<file path="config.mk">
export PLATFORM = sky130hd
export DESIGN_NAME = diag_adc_seq
export DESIGN_NICKNAME = d
export VERILOG_FILES = /design/src/design/diag_adc_pkg.sv /design/src/design/conv_if.sv /design/src/design/diag_adc_seq.sv /design/src/design/conv_timer.sv
export SDC_FILE = /design/constraint.sdc
export NUM_CORES = 1
export LEC_CHECK = 0
export BUFFER_PORTS_ARGS = -buffer_cell sky130_fd_sc_hd__buf_2
export CORE_ASPECT_RATIO = 0.6
export CORE_MARGIN = 2
export CORE_UTILIZATION = 62
export DETAILED_ROUTE_END_ITERATION = 10
export PLACE_DENSITY = 0.81
export RECOVER_POWER = 50
export SLEW_MARGIN = 5
export SYNTH_ARGS = -nofsm -noshare
export SYNTH_HDL_FRONTEND = slang
export SYNTH_SLANG_ARGS = --single-unit
</file>
<file path="constraint.sdc">
create_clock -name clk -period 4.23 [get_ports clk]
set_clock_uncertainty 0.15 [all_clocks]
set_input_delay 0.423 -clock clk [delete_from_list [all_inputs] [get_ports clk]]
set_output_delay 0.423 -clock clk [all_outputs]
set_load 0.1 [all_outputs]
</file>
<file path="src/design/diag_adc_pkg.sv">
// Shared constants and types for the diagnostic converter sequencer
package diag_adc_pkg;
    localparam int CLK_HZ = 250_000_000;
    localparam int OSC_HZ = 1_228_800;
    localparam int OSC_DIV = 16;
    localparam int CONV_CLK_HZ = OSC_HZ / OSC_DIV;
    localparam int TICK_CYCLES = CLK_HZ / CONV_CLK_HZ;
    localparam int MIN_CONV_TICKS = 20;
    localparam int FIXED_RATE_HZ = 2560;
    localparam int RATE0_HZ = 640;
    localparam int RATE1_HZ = 1280;
    localparam int RATE2_HZ = 2560;
    localparam int RATE3_HZ = 3840;
    localparam int WARMUP_US = 210;
    localparam int WARMUP_CYCLES = WARMUP_US * (CLK_HZ / 1_000_000);
    // Register byte addresses
    localparam logic [7:0] REG_CFG = 8'h00;
    localparam logic [7:0] REG_INDEX = 8'h04;
    localparam logic [7:0] REG_TRIGGER = 8'h08;
    localparam logic [7:0] REG_STATUS = 8'h0C;
    localparam logic [7:0] REG_BYPASS = 8'h10;
    localparam logic [7:0] REG_OFFSET = 8'h28;
    localparam logic [1:0] REG_RESULT_PAGE = 2'h1;
    // Field positions
    localparam int CFG_DIRECT_BIT = 0;
    localparam int CFG_PD_BIT = 1;
    localparam int CFG_WIDE_BIT = 2;
    localparam int CFG_RATE_LSB = 3;
    localparam int CFG_EXTB_BIT = 5;
    localparam int INDEX_START_LSB = 0;
    localparam int INDEX_STOP_LSB = 8;
    // Reset values
    localparam logic [3:0] START_RESET = 4'h0;
    localparam logic [3:0] STOP_RESET = 4'h8;
    localparam logic [1:0] RATE_RESET = 2'h2;
    // Fixed slot order
    localparam logic [3:0] SLOT_OFFSET = 4'h0;
    localparam logic [3:0] SLOT_EXT_A = 4'h1;
    localparam logic [3:0] SLOT_EXT_B = 4'h2;
    localparam logic [3:0] SLOT_DIAG_OUT = 4'h8;
    localparam logic [11:0] MID_SCALE = 12'h7FF;
    typedef enum logic [1:0] {
        ST_IDLE = 2'b00,
        ST_WAIT = 2'b01,
        ST_CONVERT = 2'b10
    } seq_state_type;
endpackage

</file>
<file path="src/design/conv_if.sv">
// Handshake between sequencer and conversion timer
interface conv_if;
    logic start;
    logic [7:0] ticks;
    logic done;
    modport ctl (output start, output ticks, input done);
    modport tmr (input start, input ticks, output done);
endinterface

</file>
<file path="src/design/diag_adc_seq.sv">
// Diagnostic converter sequencer: modes, slot walk, buffer timing, offset correction
// How it works
// - Reset selects automatic mode; bit 0 set means direct.
// - Early trigger waits for buffer warm-up timer.
// - Power-down while busy: delay, stop, then off.
// - Nothing converts until trigger bit set.
// - Result reads never disturb conversions.
// - Direct: one pass start to stop, idle.
// - Direct: trigger self-clears at sequence end.
// - Auto: repeat; trigger 0 stops after slot.
// - Busy flag high while converting, low idle.
// - Sixteen slots bounded by start, stop indices.
// - Fixed slot order, offset, inputs, diagnostics, ground.
// - Equal indices convert one slot, else step.
// - Start resets to 0, stop to 8.
// - Unconfigured second input reads zero, full time.
// - Start above stop acts as stop equals start.
// - Oscillator over 16; at least 20 periods.
// - Fixed 2560 Hz except external inputs.
// - Low supply refuses external wide-range bit.
// - Output slot range follows supply level.
// - Offset register holds 7FFh minus offset result.
// - Correction subtracted unless bypass set; offset slot always stored raw.
module diag_adc_seq
    import diag_adc_pkg::*;
#(
    parameter int WARMUP_CYCLES_P = WARMUP_CYCLES,
    parameter int TICK_CYCLES_P = TICK_CYCLES
) (
    input wire logic clk,
    input wire logic rst_b,
    input wire logic [7:0] reg_addr,
    input wire logic [31:0] reg_wdata,
    input wire logic reg_wr,
    input wire logic reg_rd,
    output logic [31:0] reg_rdata,
    input wire logic io_supply_high,
    input wire logic [11:0] sar_result,
    output logic buffer_enable,
    output logic converter_enable,
    output logic sar_start,
    output logic [3:0] sar_channel,
    output logic sar_range_wide
);
    conv_if cv ();

    seq_state_type state;
    logic [3:0] slot;
    logic supply_meta;
    logic supply_high;
    logic cfg_direct;
    logic cfg_pd;
    logic cfg_wide;
    logic [1:0] cfg_rate;
    logic cfg_extb_en;
    logic [3:0] idx_start;
    logic [3:0] idx_stop;
    logic trigger;
    logic ofs_bypass;
    logic [11:0] offset_corr;
    logic [11:0] result [16];
    logic buf_ready;
    logic stop_req;
    logic [19:0] hold_cnt;
    logic wr_cfg;
    logic wr_trig;
    logic pd_change;
    logic timer_run;
    logic timer_hit;
    logic pd_expire;
    logic [3:0] stop_eff;
    logic last;
    logic halt;
    logic seq_end;
    logic wrap;
    logic step;
    logic launch;
    logic launch_q;
    logic trig_clear;
    logic busy;

    // Conversion periods for a slot; only external inputs are programmable
    function automatic logic [7:0] slot_ticks(input logic [3:0] s, input logic [1:0] rate);
        logic [7:0] t;
        t = 8'(CONV_CLK_HZ / FIXED_RATE_HZ);
        if (s == SLOT_EXT_A || s == SLOT_EXT_B) begin
            unique case (rate)
                2'h0: t = 8'(CONV_CLK_HZ / RATE0_HZ);
                2'h1: t = 8'(CONV_CLK_HZ / RATE1_HZ);
                2'h2: t = 8'(CONV_CLK_HZ / RATE2_HZ);
                2'h3: t = 8'(CONV_CLK_HZ / RATE3_HZ);
            endcase
        end
        if (t < 8'(MIN_CONV_TICKS)) begin
            t = 8'(MIN_CONV_TICKS);
        end
        return t;
    endfunction

    // Subtract stored correction, saturating to the code range
    function automatic logic [11:0] correct(input logic [11:0] raw, input logic [11:0] ofs);
        logic signed [13:0] d;
        d = $signed({2'b00, raw}) - $signed({{2{ofs[11]}}, ofs});
        if (d < 0) begin
            return 12'h000;
        end
        if (d > 14'sh0FFF) begin
            return 12'hFFF;
        end
        return d[11:0];
    endfunction

    conv_timer #(
        .TICK_CYCLES_P(TICK_CYCLES_P)
    ) u_timer (
        .clk(clk),
        .rst_b(rst_b),
        .cv(cv)
    );

    // Supply level pin is asynchronous to clk
    always_ff @(posedge clk or negedge rst_b) begin
        if (!rst_b) begin
            supply_meta <= 1'b0;
            supply_high <= 1'b0;
        end else begin
            supply_meta <= io_supply_high;
            supply_high <= supply_meta;
        end
    end

    assign wr_cfg = reg_wr && (reg_addr == REG_CFG);
    assign wr_trig = reg_wr && (reg_addr == REG_TRIGGER);
    assign pd_change = wr_cfg && (reg_wdata[CFG_PD_BIT] != cfg_pd);
    assign busy = (state != ST_IDLE);

    // Sequence bounds and slot-end decisions
    assign stop_eff = (idx_start > idx_stop) ? idx_start : idx_stop;
    assign last = (slot == stop_eff);
    assign halt = stop_req || (!cfg_direct && !trigger);
    assign seq_end = cv.done && (halt || (last && cfg_direct));
    assign wrap = cv.done && last && !cfg_direct && !halt;
    assign step = cv.done && !last && !halt;
    assign launch = ((state == ST_WAIT) && trigger && !cfg_pd && buf_ready) || wrap || step;
    assign trig_clear = (cv.done && last && cfg_direct) || pd_expire;

    // Configuration register; wide range cannot stick at low supply
    always_ff @(posedge clk or negedge rst_b) begin
        if (!rst_b) begin
            cfg_direct <= 1'b0;
            cfg_pd <= 1'b1;
            cfg_wide <= 1'b0;
            cfg_rate <= RATE_RESET;
            cfg_extb_en <= 1'b0;
        end else if (wr_cfg) begin
            cfg_direct <= reg_wdata[CFG_DIRECT_BIT];
            cfg_pd <= reg_wdata[CFG_PD_BIT];
            cfg_wide <= reg_wdata[CFG_WIDE_BIT] && supply_high;
            cfg_rate <= reg_wdata[CFG_RATE_LSB +: 2];
            cfg_extb_en <= reg_wdata[CFG_EXTB_BIT];
        end else if (!supply_high) begin
            cfg_wide <= 1'b0;
        end
    end

    // Index and bypass registers
    always_ff @(posedge clk or negedge rst_b) begin
        if (!rst_b) begin
            idx_start <= START_RESET;
            idx_stop <= STOP_RESET;
            ofs_bypass <= 1'b0;
        end else if (reg_wr && reg_addr == REG_INDEX) begin
            idx_start <= reg_wdata[INDEX_START_LSB +: 4];
            idx_stop <= reg_wdata[INDEX_STOP_LSB +: 4];
        end else if (reg_wr && reg_addr == REG_BYPASS) begin
            ofs_bypass <= reg_wdata[0];
        end
    end

    // Trigger bit: a software write in the same cycle beats the self-clear
    always_ff @(posedge clk or negedge rst_b) begin
        if (!rst_b) begin
            trigger <= 1'b0;
        end else if (wr_trig) begin
            trigger <= reg_wdata[0];
        end else if (trig_clear) begin
            trigger <= 1'b0;
        end
    end

    // One timer serves warm-up and the delayed power-down
    assign timer_run = cfg_pd ? (busy && !stop_req) : !buf_ready;
    assign timer_hit = (hold_cnt == 20'(WARMUP_CYCLES_P - 1));
    assign pd_expire = cfg_pd && timer_run && timer_hit;

    always_ff @(posedge clk or negedge rst_b) begin
        if (!rst_b) begin
            hold_cnt <= 20'h00000;
        end else if (pd_change || (timer_run && timer_hit)) begin
            hold_cnt <= 20'h00000;
        end else if (timer_run) begin
            hold_cnt <= hold_cnt + 20'h00001;
        end
    end

    // Buffer power and readiness; power stays on until the walk has stopped
    always_ff @(posedge clk or negedge rst_b) begin
        if (!rst_b) begin
            buffer_enable <= 1'b0;
            buf_ready <= 1'b0;
            stop_req <= 1'b0;
        end else if (cfg_pd) begin
            if (!busy) begin
                buffer_enable <= 1'b0;
                buf_ready <= 1'b0;
                stop_req <= 1'b0;
            end else if (pd_expire) begin
                stop_req <= 1'b1;
            end
        end else begin
            buffer_enable <= 1'b1;
            stop_req <= 1'b0;
            if (timer_run && timer_hit) begin
                buf_ready <= 1'b1;
            end
        end
    end

    // Sequencer state and slot pointer
    always_ff @(posedge clk or negedge rst_b) begin
        if (!rst_b) begin
            state <= ST_IDLE;
            slot <= START_RESET;
        end else begin
            unique case (state)
                ST_IDLE: begin
                    if (trigger) begin
                        state <= ST_WAIT;
                    end
                end
                ST_WAIT: begin
                    if (!trigger || cfg_pd) begin
                        state <= ST_IDLE;
                    end else if (buf_ready) begin
                        state <= ST_CONVERT;
                        slot <= idx_start;
                    end
                end
                ST_CONVERT: begin
                    if (seq_end) begin
                        state <= ST_IDLE;
                    end else if (wrap) begin
                        slot <= idx_start;
                    end else if (step) begin
                        slot <= slot + 4'h1;
                    end
                end
                default: state <= ST_IDLE;
            endcase
        end
    end

    // Slot launch goes out one cycle after the pointer settles, so the range flop is valid with it
    always_ff @(posedge clk or negedge rst_b) begin
        if (!rst_b) begin
            launch_q <= 1'b0;
            cv.start <= 1'b0;
        end else begin
            launch_q <= launch;
            cv.start <= launch_q;
        end
    end
    assign cv.ticks = slot_ticks(slot, cfg_rate);
    assign sar_start = cv.start;
    assign sar_channel = slot;

    // Range selection and converter enable toward the analog side
    always_ff @(posedge clk or negedge rst_b) begin
        if (!rst_b) begin
            sar_range_wide <= 1'b0;
            converter_enable <= 1'b0;
        end else begin
            converter_enable <= (state == ST_CONVERT) && !stop_req && !pd_expire;
            if (slot == SLOT_DIAG_OUT) begin
                sar_range_wide <= supply_high;
            end else if (slot == SLOT_EXT_A || slot == SLOT_EXT_B) begin
                sar_range_wide <= cfg_wide && supply_high;
            end else begin
                sar_range_wide <= 1'b0;
            end
        end
    end

    // Result store at slot end; offset slot also refreshes the correction
    always_ff @(posedge clk or negedge rst_b) begin
        if (!rst_b) begin
            offset_corr <= 12'h000;
            for (int i = 0; i < 16; i++) begin
                result[i] <= 12'h000;
            end
        end else if (cv.done) begin
            if (slot == SLOT_OFFSET) begin
                result[slot] <= sar_result;
                offset_corr <= MID_SCALE - sar_result;
            end else if (slot == SLOT_EXT_B && !cfg_extb_en) begin
                result[slot] <= 12'h000;
            end else if (ofs_bypass) begin
                result[slot] <= sar_result;
            end else begin
                result[slot] <= correct(sar_result, offset_corr);
            end
        end
    end

    // Read port: side-effect free, data valid the cycle after the strobe
    always_ff @(posedge clk or negedge rst_b) begin
        if (!rst_b) begin
            reg_rdata <= 32'h00000000;
        end else if (!reg_rd) begin
            reg_rdata <= 32'h00000000;
        end else if (reg_addr[7:6] == REG_RESULT_PAGE && reg_addr[1:0] == 2'h0) begin
            reg_rdata <= {20'h00000, result[reg_addr[5:2]]};
        end else begin
            unique case (reg_addr)
                REG_CFG: reg_rdata <= {26'h0000000, cfg_extb_en, cfg_rate, cfg_wide, cfg_pd, cfg_direct};
                REG_INDEX: reg_rdata <= {20'h00000, idx_stop, 4'h0, idx_start};
                REG_TRIGGER: reg_rdata <= {31'h00000000, trigger};
                REG_STATUS: reg_rdata <= {29'h00000000, supply_high, buf_ready, busy};
                REG_BYPASS: reg_rdata <= {31'h00000000, ofs_bypass};
                REG_OFFSET: reg_rdata <= {20'h00000, offset_corr};
                default: reg_rdata <= 32'h00000000;
            endcase
        end
    end
endmodule

</file>
<file path="src/design/conv_timer.sv">
// Converter clock enable divider and per-slot conversion time counter
module conv_timer
    import diag_adc_pkg::*;
#(
    parameter int TICK_CYCLES_P = TICK_CYCLES
) (
    input wire logic clk,
    input wire logic rst_b,
    conv_if.tmr cv
);
    logic [11:0] div;
    logic [7:0] left;
    logic running;
    logic tick;

    // One-cycle enable at the converter clock rate
    assign tick = running && (div == 12'(TICK_CYCLES_P - 1));
    assign cv.done = tick && (left == 8'h01);

    // Divider restarts with each slot so every slot gets whole periods
    always_ff @(posedge clk or negedge rst_b) begin
        if (!rst_b) begin
            div <= 12'h000;
        end else if (cv.start || tick) begin
            div <= 12'h000;
        end else if (running) begin
            div <= div + 12'h001;
        end
    end

    // Remaining converter clock periods of the current slot
    always_ff @(posedge clk or negedge rst_b) begin
        if (!rst_b) begin
            left <= 8'h00;
            running <= 1'b0;
        end else if (cv.start) begin
            left <= cv.ticks;
            running <= 1'b1;
        end else if (tick) begin
            left <= left - 8'h01;
            running <= (left != 8'h01);
        end
    end
endmodule

</file>
======== Word level (Yosys, flattened, before mapping) ========
Cells that the tools add are included.
storage, ports and cells
  flip-flop bits (word level) ............. 308
  logic and storage cells ................. 224
cells by class
  add/subtract/negate cells ............... 6
  order comparisons ....................... 7
  equality and inequality tests ........... 30
  mux-type cells .......................... 69
  bitwise logic cells ..................... 5
  reduce and logical (&&, ||, !) cells .... 65
operators by type and width
  kind                   number
  $mux 192               3
  $bwmux 192             2
  $and 192x192->192      1
  $not 192->192          1
  $mux 12                15
  $pmux 12 s6            1
  $bmux 12 s4            1
  $demux 12 s4           1
  $mux 20                2
  $mux 8                 4
  $pmux 8 s4             1
  $logic_and 1x1->1      30
  $mux 1                 27
  $mux 4                 6
  $add 20x1->20 const B  1
  $eq 20x16->1 const B   1
  $eq 8x4->1 const B     2
  $gt 14x13->1 const B   1
  $lt 14x1->1 const B    1
  $reduce_bool 2->1      7
  $sub 13x12->14         1
  $add 12x1->12 const B  1
  $eq 12x12->1 const B   1
  $ne 2x2->1 const B     6
  other kinds (35)       65

======== Longest topological paths before layout ========
  depth in word-level cells ............... 22
  gate-level depth with buffers ........... 15
  depth with buffers taken out ............ 12

======== Modules after synthesis ========
Synthesis repeated with hierarchy kept, for this count alone.
unflattened totals
  cell total of the unflattened synthesis .. 1,589
  area, all modules ....................... 15,713.8 um^2
by module, submodules not included
  module        times used  cells each  area an instance (um^2)  sequential area each (um^2)
  diag_adc_seq  1           1,472       14,606.5                 6,685.2
  conv_timer    1           117         1,107.3                  525.5

======== Worst setup path after synthesis ========
No wires, ideal clock.
  path kind ............................... input -> register
  from .................................... input sar_result[0]
  to ...................................... register result[40] in the netlist's numbering
  data arrival time ....................... 3.154 ns
  data required time ...................... 3.950 ns
  slack ................................... 0.796 ns
  stages on the path ...................... 14
  buffers on the path ..................... 2
  cells stage by stage .................... clkbuf_1 > clkbuf_1 > inv_1 > ha_1 > inv_1 > fa_1 > a211oi_1 > nor3_2 > o2111ai_1 > a21oi_1 > nor3b_1 > or3_4 > a21boi_0 > o21ai_0
on the way
  longest elaborated chain between the ends .. 18
  elaborated cells between the ends (all ways) .. 25
  those cells by class .................... add/sub (1); order compare (2); mux (22)
RTL lines
  element                        RTL line             text
  start, declared                diag_adc_seq.sv:38   input wire logic [11:0] sar_result,
  $sub 13x12->14 *               diag_adc_seq.sv:103  d = $signed({2'b00, raw}) - $signed({{2{ofs[11]}}, ofs});
  $gt 14x13->1                   diag_adc_seq.sv:107  if (d > 14'sh0FFF) begin
  $mux 1 (2 in series)           diag_adc_seq.sv:107
  $mux 1                         diag_adc_seq.sv:307  end else if (ofs_bypass) begin
  $mux 1                         diag_adc_seq.sv:305  end else if (slot == SLOT_EXT_B && !cfg_extb_en) begin
  $mux 1                         diag_adc_seq.sv:302  if (slot == SLOT_OFFSET) begin
  $mux 1                         diag_adc_seq.sv:301  end else if (cv.done) begin
  $mux 12                        diag_adc_seq.sv:110  return d[11:0];
  $mux 12 *                      diag_adc_seq.sv:107
  $mux 12 *                      diag_adc_seq.sv:307
  $mux 12 *                      diag_adc_seq.sv:305
  $mux 12 *                      diag_adc_seq.sv:302
  $mux 12 *                      diag_adc_seq.sv:301
  $bwmux 192 *                   diag_adc_seq.sv:310  result[slot] <= correct(sar_result, offset_corr);
  $mux 192 *                     diag_adc_seq.sv:307
  $mux 192 *                     diag_adc_seq.sv:305
  $mux 192 *                     diag_adc_seq.sv:302
  end signal, assigned by index  diag_adc_seq.sv:303  result[slot] <= sar_result;
  end signal, assigned by index  diag_adc_seq.sv:308  result[slot] <= sar_result;
  end signal, assigned by index  diag_adc_seq.sv:310
  end, declared                  diag_adc_seq.sv:61   logic [11:0] result [16];
Mark *: on every way between the ends. The rest lies on a longest branch, timed or not. The select of a mux whose other input is x is not followed.
A chain may end at the register's enable or synchronous reset.

======== Worst setup path in the final report ========
  from .................................... input reg_addr[3]
  to ...................................... register reg_rdata[8]
on the way
  longest elaborated chain between the ends .. 6
  elaborated cells between the ends (all ways) .. 13
  those cells by class .................... eq/ne (5); mux (6); bitwise (1); reduce/logical (1)
RTL lines
  element                                      RTL line             text
  start, declared                              diag_adc_seq.sv:32   input wire logic [7:0] reg_addr,
  $not 4->5 (implied by the code)              diag_adc_seq.sv:322  reg_rdata <= {20'h00000, result[reg_addr[5:2]]};
  $bmux 12 s4                                  diag_adc_seq.sv:322
  $mux 12 (implied by the code) (2 in series)  diag_adc_seq.sv:322
  $mux 12 *                                    diag_adc_seq.sv:321  end else if (reg_addr[7:6] == REG_RESULT_PAGE && reg_addr[1:0] == 2'h0) begin
  $mux 12 *                                    diag_adc_seq.sv:319  end else if (!reg_rd) begin
  end signal, assigned                         diag_adc_seq.sv:322
  end signal, assigned                         diag_adc_seq.sv:325  REG_CFG: reg_rdata <= {26'h0000000, cfg_extb_en, cfg_rate, cfg_wide, cfg_pd, cfg_direct};
  end signal, assigned                         diag_adc_seq.sv:326  REG_INDEX: reg_rdata <= {20'h00000, idx_stop, 4'h0, idx_start};
  end, declared                                diag_adc_seq.sv:36   output logic [31:0] reg_rdata,
Marks and branches as above.

==> metrics list <==
- The run finished, with violations left.
- Violated checks: capacitance limit, slew limit
- Leakage power figure: roughly 7.6 nW
- The worst hold path belongs to the class input port to flop.
- The tool flagged a number of max-cap violations equal to 2.
- Netlist area before placement: 15600 sq um
- Adder and majority cell fraction of the synthesized area: approximately 2.2%
- Source-to-sink clock delay at the later pin of the worst-skew pair: ~550 ps
- The worst path in the final design needs a cycle of 3840 ps, including I/O delays and setup.
- Post-route non-filler standard cell count: roughly 1900
- Antenna-violating nets left: 0
- Most common flop cell mapped by yosys: dfrtp_1
- Synth warn: 0
- Number of antenna violations at the first check in global routing: 1
- H-tree lvl count: 1
- DRC errors left: 0
* Combined global-route utilization of all metal layers: between 30% and 40%
- Post-synthesis cell type count: between 70 and 80
* Path type of the worst setup path: input port to flop
- For the worst flop-to-flop path, the logic depth is 12.
- The final route contains around 13000 vias.
- Average footprint of a synthesized cell: roughly 10 sq um
- Data arrival time of the worst path: around 4000 ps
- In the finished design, the share of the clock period the worst path needs comes to between 90% and 100%.
* Worst setup path endpoint: reg_rdata[8]$_DFF_PN0_
- Number of standard cells after synthesis: approximately 1600
- Summing the areas of all and, or, nand and nor instances in the mapped netlist gives ~15% of the synthesized area.
* Number of buffers created by CTS: 27
- After detailed routing, the average wire length per cell comes to 25.6 um.
- Gates resized during post-CTS repair numbered 0.
* Slack of the worst reg-to-reg path: between 400 and 500 ps
* Fraction of final layout cells sized beyond drive strength 1: approximately 16%
- Power spread over the standard cell area amounts to 354 nW/um^2.
- By area, the combinational part of the netlist is dominated by compound AO/OA/AOI/OAI gates.
- Initial standard-cell utilization of the core: a little under two thirds
- Global-route wire length before repair: 76.8 mm
- For this design the top-level I/O count stands at 97.
- Share of synthesized area occupied by flip-flops and latches: 46.2%
- Summed negative setup slack over all endpoints: 0 ps
- Total wire length after detailed routing: 49.7 mm
* Portion of netlist area occupied by mux cells: 11.1%
- From left edge to right edge, the die measures between 200 and 250 um.
- The critical path starts at reg_addr[3].
- Largest fanout of any net on the critical path: 29
- The synthesized netlist devotes 17.9% of its cell area to compound gates.
- Final Setup Violations: 0
- Multi-input gate area in the final layout: 7740 sq um
* Vias per inst: 6.91
- Nets@finish: ~1700
* Final non-filler cell area: 17200 sq um
* Vias in the first global route: 12900
- The count of buffers added on input and output ports is 54.
- Largest net degree at the start of global routing: around 110
- Maximum achievable frequency: around 260 MHz
- Capturing point of the worst reg2reg path: result[129]$_DFFE_PN0P_
- In this run the vertical extent of the chip is between 100 and 150 um.
- Most frequent cells in the layout: dfrtp_1 (285), nand2_1 (243), o21ai_0 (132), nor2_1 (107), a21oi_1 (64)
- Number of iterations in the first detailed-routing pass: 6
- Residual overflow from global routing: 0
- After clock tree synthesis, the clock-pin slew on the worst setup and hold paths is 60 ps.
- Setup repair after global routing left no endpoint under its margin.
* Core ar.: 24400 sq um
- Final-report max-slew violation count: 135
- Tightest slew margin relative to the limit: -81.3%
* Setup bufs post-CTS: 0
- Number of instances in the placed design: about 1900
* Critical R2R Launch: offset_corr[0]$_DFFE_PN0P_
* Layout filler cell count: 1819
* CTS tree: yes
- Type of element launching the critical path: input port
- Slew of the pin with the lowest slew margin: 2720 ps
- Max Root-Sink Buffers: 3
- Antenna Cells: 0
- Full die area: ~26000 sq um
* TritonCTS sink count: between 200 and 300
- Data on the critical path is required at its endpoint by 4500 ps.
- Once placement finished, the instance area stood at 16200 sq um.
* Synth async-reset ratio: 100%
* Xor-xnor portion of the synthesized cell area: under 10%
* Area Overhead vs Synth: 10.3%
- Root buffer cell: clkbuf_16
- Dpl hpwl: between 30 and 40 mm
* Peak supply drop: about 0.3 mV
- Starting DRC count in detailed routing: around 2100
- Post-synth EDFFs: 0
* Final hold vios: 0
- Number of storage elements in the synthesis netlist: 288
- At the end of routability-driven placement, the weighted congestion stood at around 0.96.
- Commonest non-fill, non-tap cell in the layout: dfrtp_1
- The worst setup path is captured at a flop.
- Area used by sequential logic in the layout: approximately 7200 sq um
* Floorplan row count: 44
## synth_stat cells (3+ instances only)
master,n,area (sq um)
o22ai_1,27,169
a31oi_1,35,219
buf_4,23,173
nand4_1,8,50.1
a222oi_1,8,80.1
nor2_1,108,405
mux2i_1,8,80.1
o211ai_1,40,300
ha_1,26,325
nand3b_1,4,30.0
a21o_1,3,22.5
clkbuf_1,74,278
a211oi_1,15,113
nor4b_1,3,26.3
and4_1,4,35.0
nand2b_1,12,75.1
o21a_1,4,30.0
dfrtp_1,285,7130
a21boi_0,9,67.6
a21oi_1,64,320
and2_1,10,62.6
mux4_2,60,1350
xnor2_1,17,149
inv_1,31,116
buf_2,25,125
nor2_2,3,18.8
a41oi_1,10,87.6
buf_1,6,22.5
nor2b_1,15,93.8
or2_2,3,18.8
a22o_1,3,26.3
dfstp_2,3,78.8
xor2_1,31,272
or3_1,9,56.3
nand3_1,24,120
o21ai_0,133,666
and3_1,20,125
nand2_1,243,912
a22oi_1,60,450
mux2_2,27,304
nor3_1,23,115
o31ai_1,3,22.5
## per-stage QoR
step / power [mW] / setup WS [ps] / hold slack, ps / utilization [%]
2_1_floorplan: 3.34 / 796 / -22.6 / -
3_3_place_gp: 3.54 / 278 / 183 / 66.2
3_5_place_dp: 3.56 / 137 / 187 / 66.2
4_1_cts: 6.09 / 222 / 14.7 / 70.4
5_1_grt: 6.27 / 159 / 13.9 / 70.4
6_report: 6.10 / 395 / 20.0 / 70.4
## registers in the layout (all words and copies together) (netlist names), 2 cells and up
name	flops
hold_cnt	20
u_timer.left	8
idx_start	4
u_timer.div	12
cfg_rate	2
sar_channel	4
result	192
idx_stop	4
state	2
offset_corr	12
reg_rdata	12
## report_power, final
group	internal [mW]	total [mW]	leakage [nW]	switching, mW
Combinational	0.204	0.664	3.83	0.459
Clock	1.49	2.56	0.458	1.07
Sequential	2.81	2.87	3.33	0.0643
Total	4.50	6.10	7.62	1.60
## critical path, cell delays in order
cell and delay (ps):
clkbuf_1 1700, buf_4 520, mux4_2 350, mux4_2 550, a222oi_1 420, nor2b_1 100
## per-layer routing
layer  track usage, %  up-vias  routed length, um  share of wire, %
li1                 -     5721                  -                 -
met1             55.7     6568              20100                40
met4             12.2        0               1760               3.5
met2             53.3      967              20300                41
met5                0        -                  0                 0
met3             14.3      157               7550                15
## worst min-delay path by stage
stage                     slack (ps)               endpoint                  start  cells after the start
final                             20     cfg_pd$_DFFE_PN1P_           reg_wdata[1]                      2
after global routing              10     cfg_pd$_DFFE_PN1P_           reg_wdata[1]                      2
after CTS                         10     cfg_pd$_DFFE_PN1P_           reg_wdata[1]                      2
after detailed placement         190  supply_high$_DFF_PN0_  supply_meta$_DFF_PN0_                      0
after global placement           180    sar_start$_DFF_PN0_     launch_q$_DFF_PN0_                      0
after floorplan                  -20  buf_ready$_DFFE_PN0P_                  rst_b                      0
## cell families after synthesis
logic type,after synthesis
flops,288
compound gates,436
fa+ha+maj,27
other cells,1
xor+xnor,49
mux,95
buf+inv,162
simple gates,507
## timing repair
action                                 in CTS  in global routing
hold buffers                               11                  0
endpoints found under the hold margin     115                  0
setup endpoints to repair                   0                  0
## area by class of cell
cell class                      count  share of cell area, %
Timing Repair Buffer              118                   4.72
Inverter                           32                  0.698
Clock buffer                       40                   4.68
Multi-Input combinational cell   1134                   45.0
Tap cell                          322                   2.34
Sequential cell                   288                   41.9
Clock inverter                      8                  0.669
(Power assumes the default switching activity.)
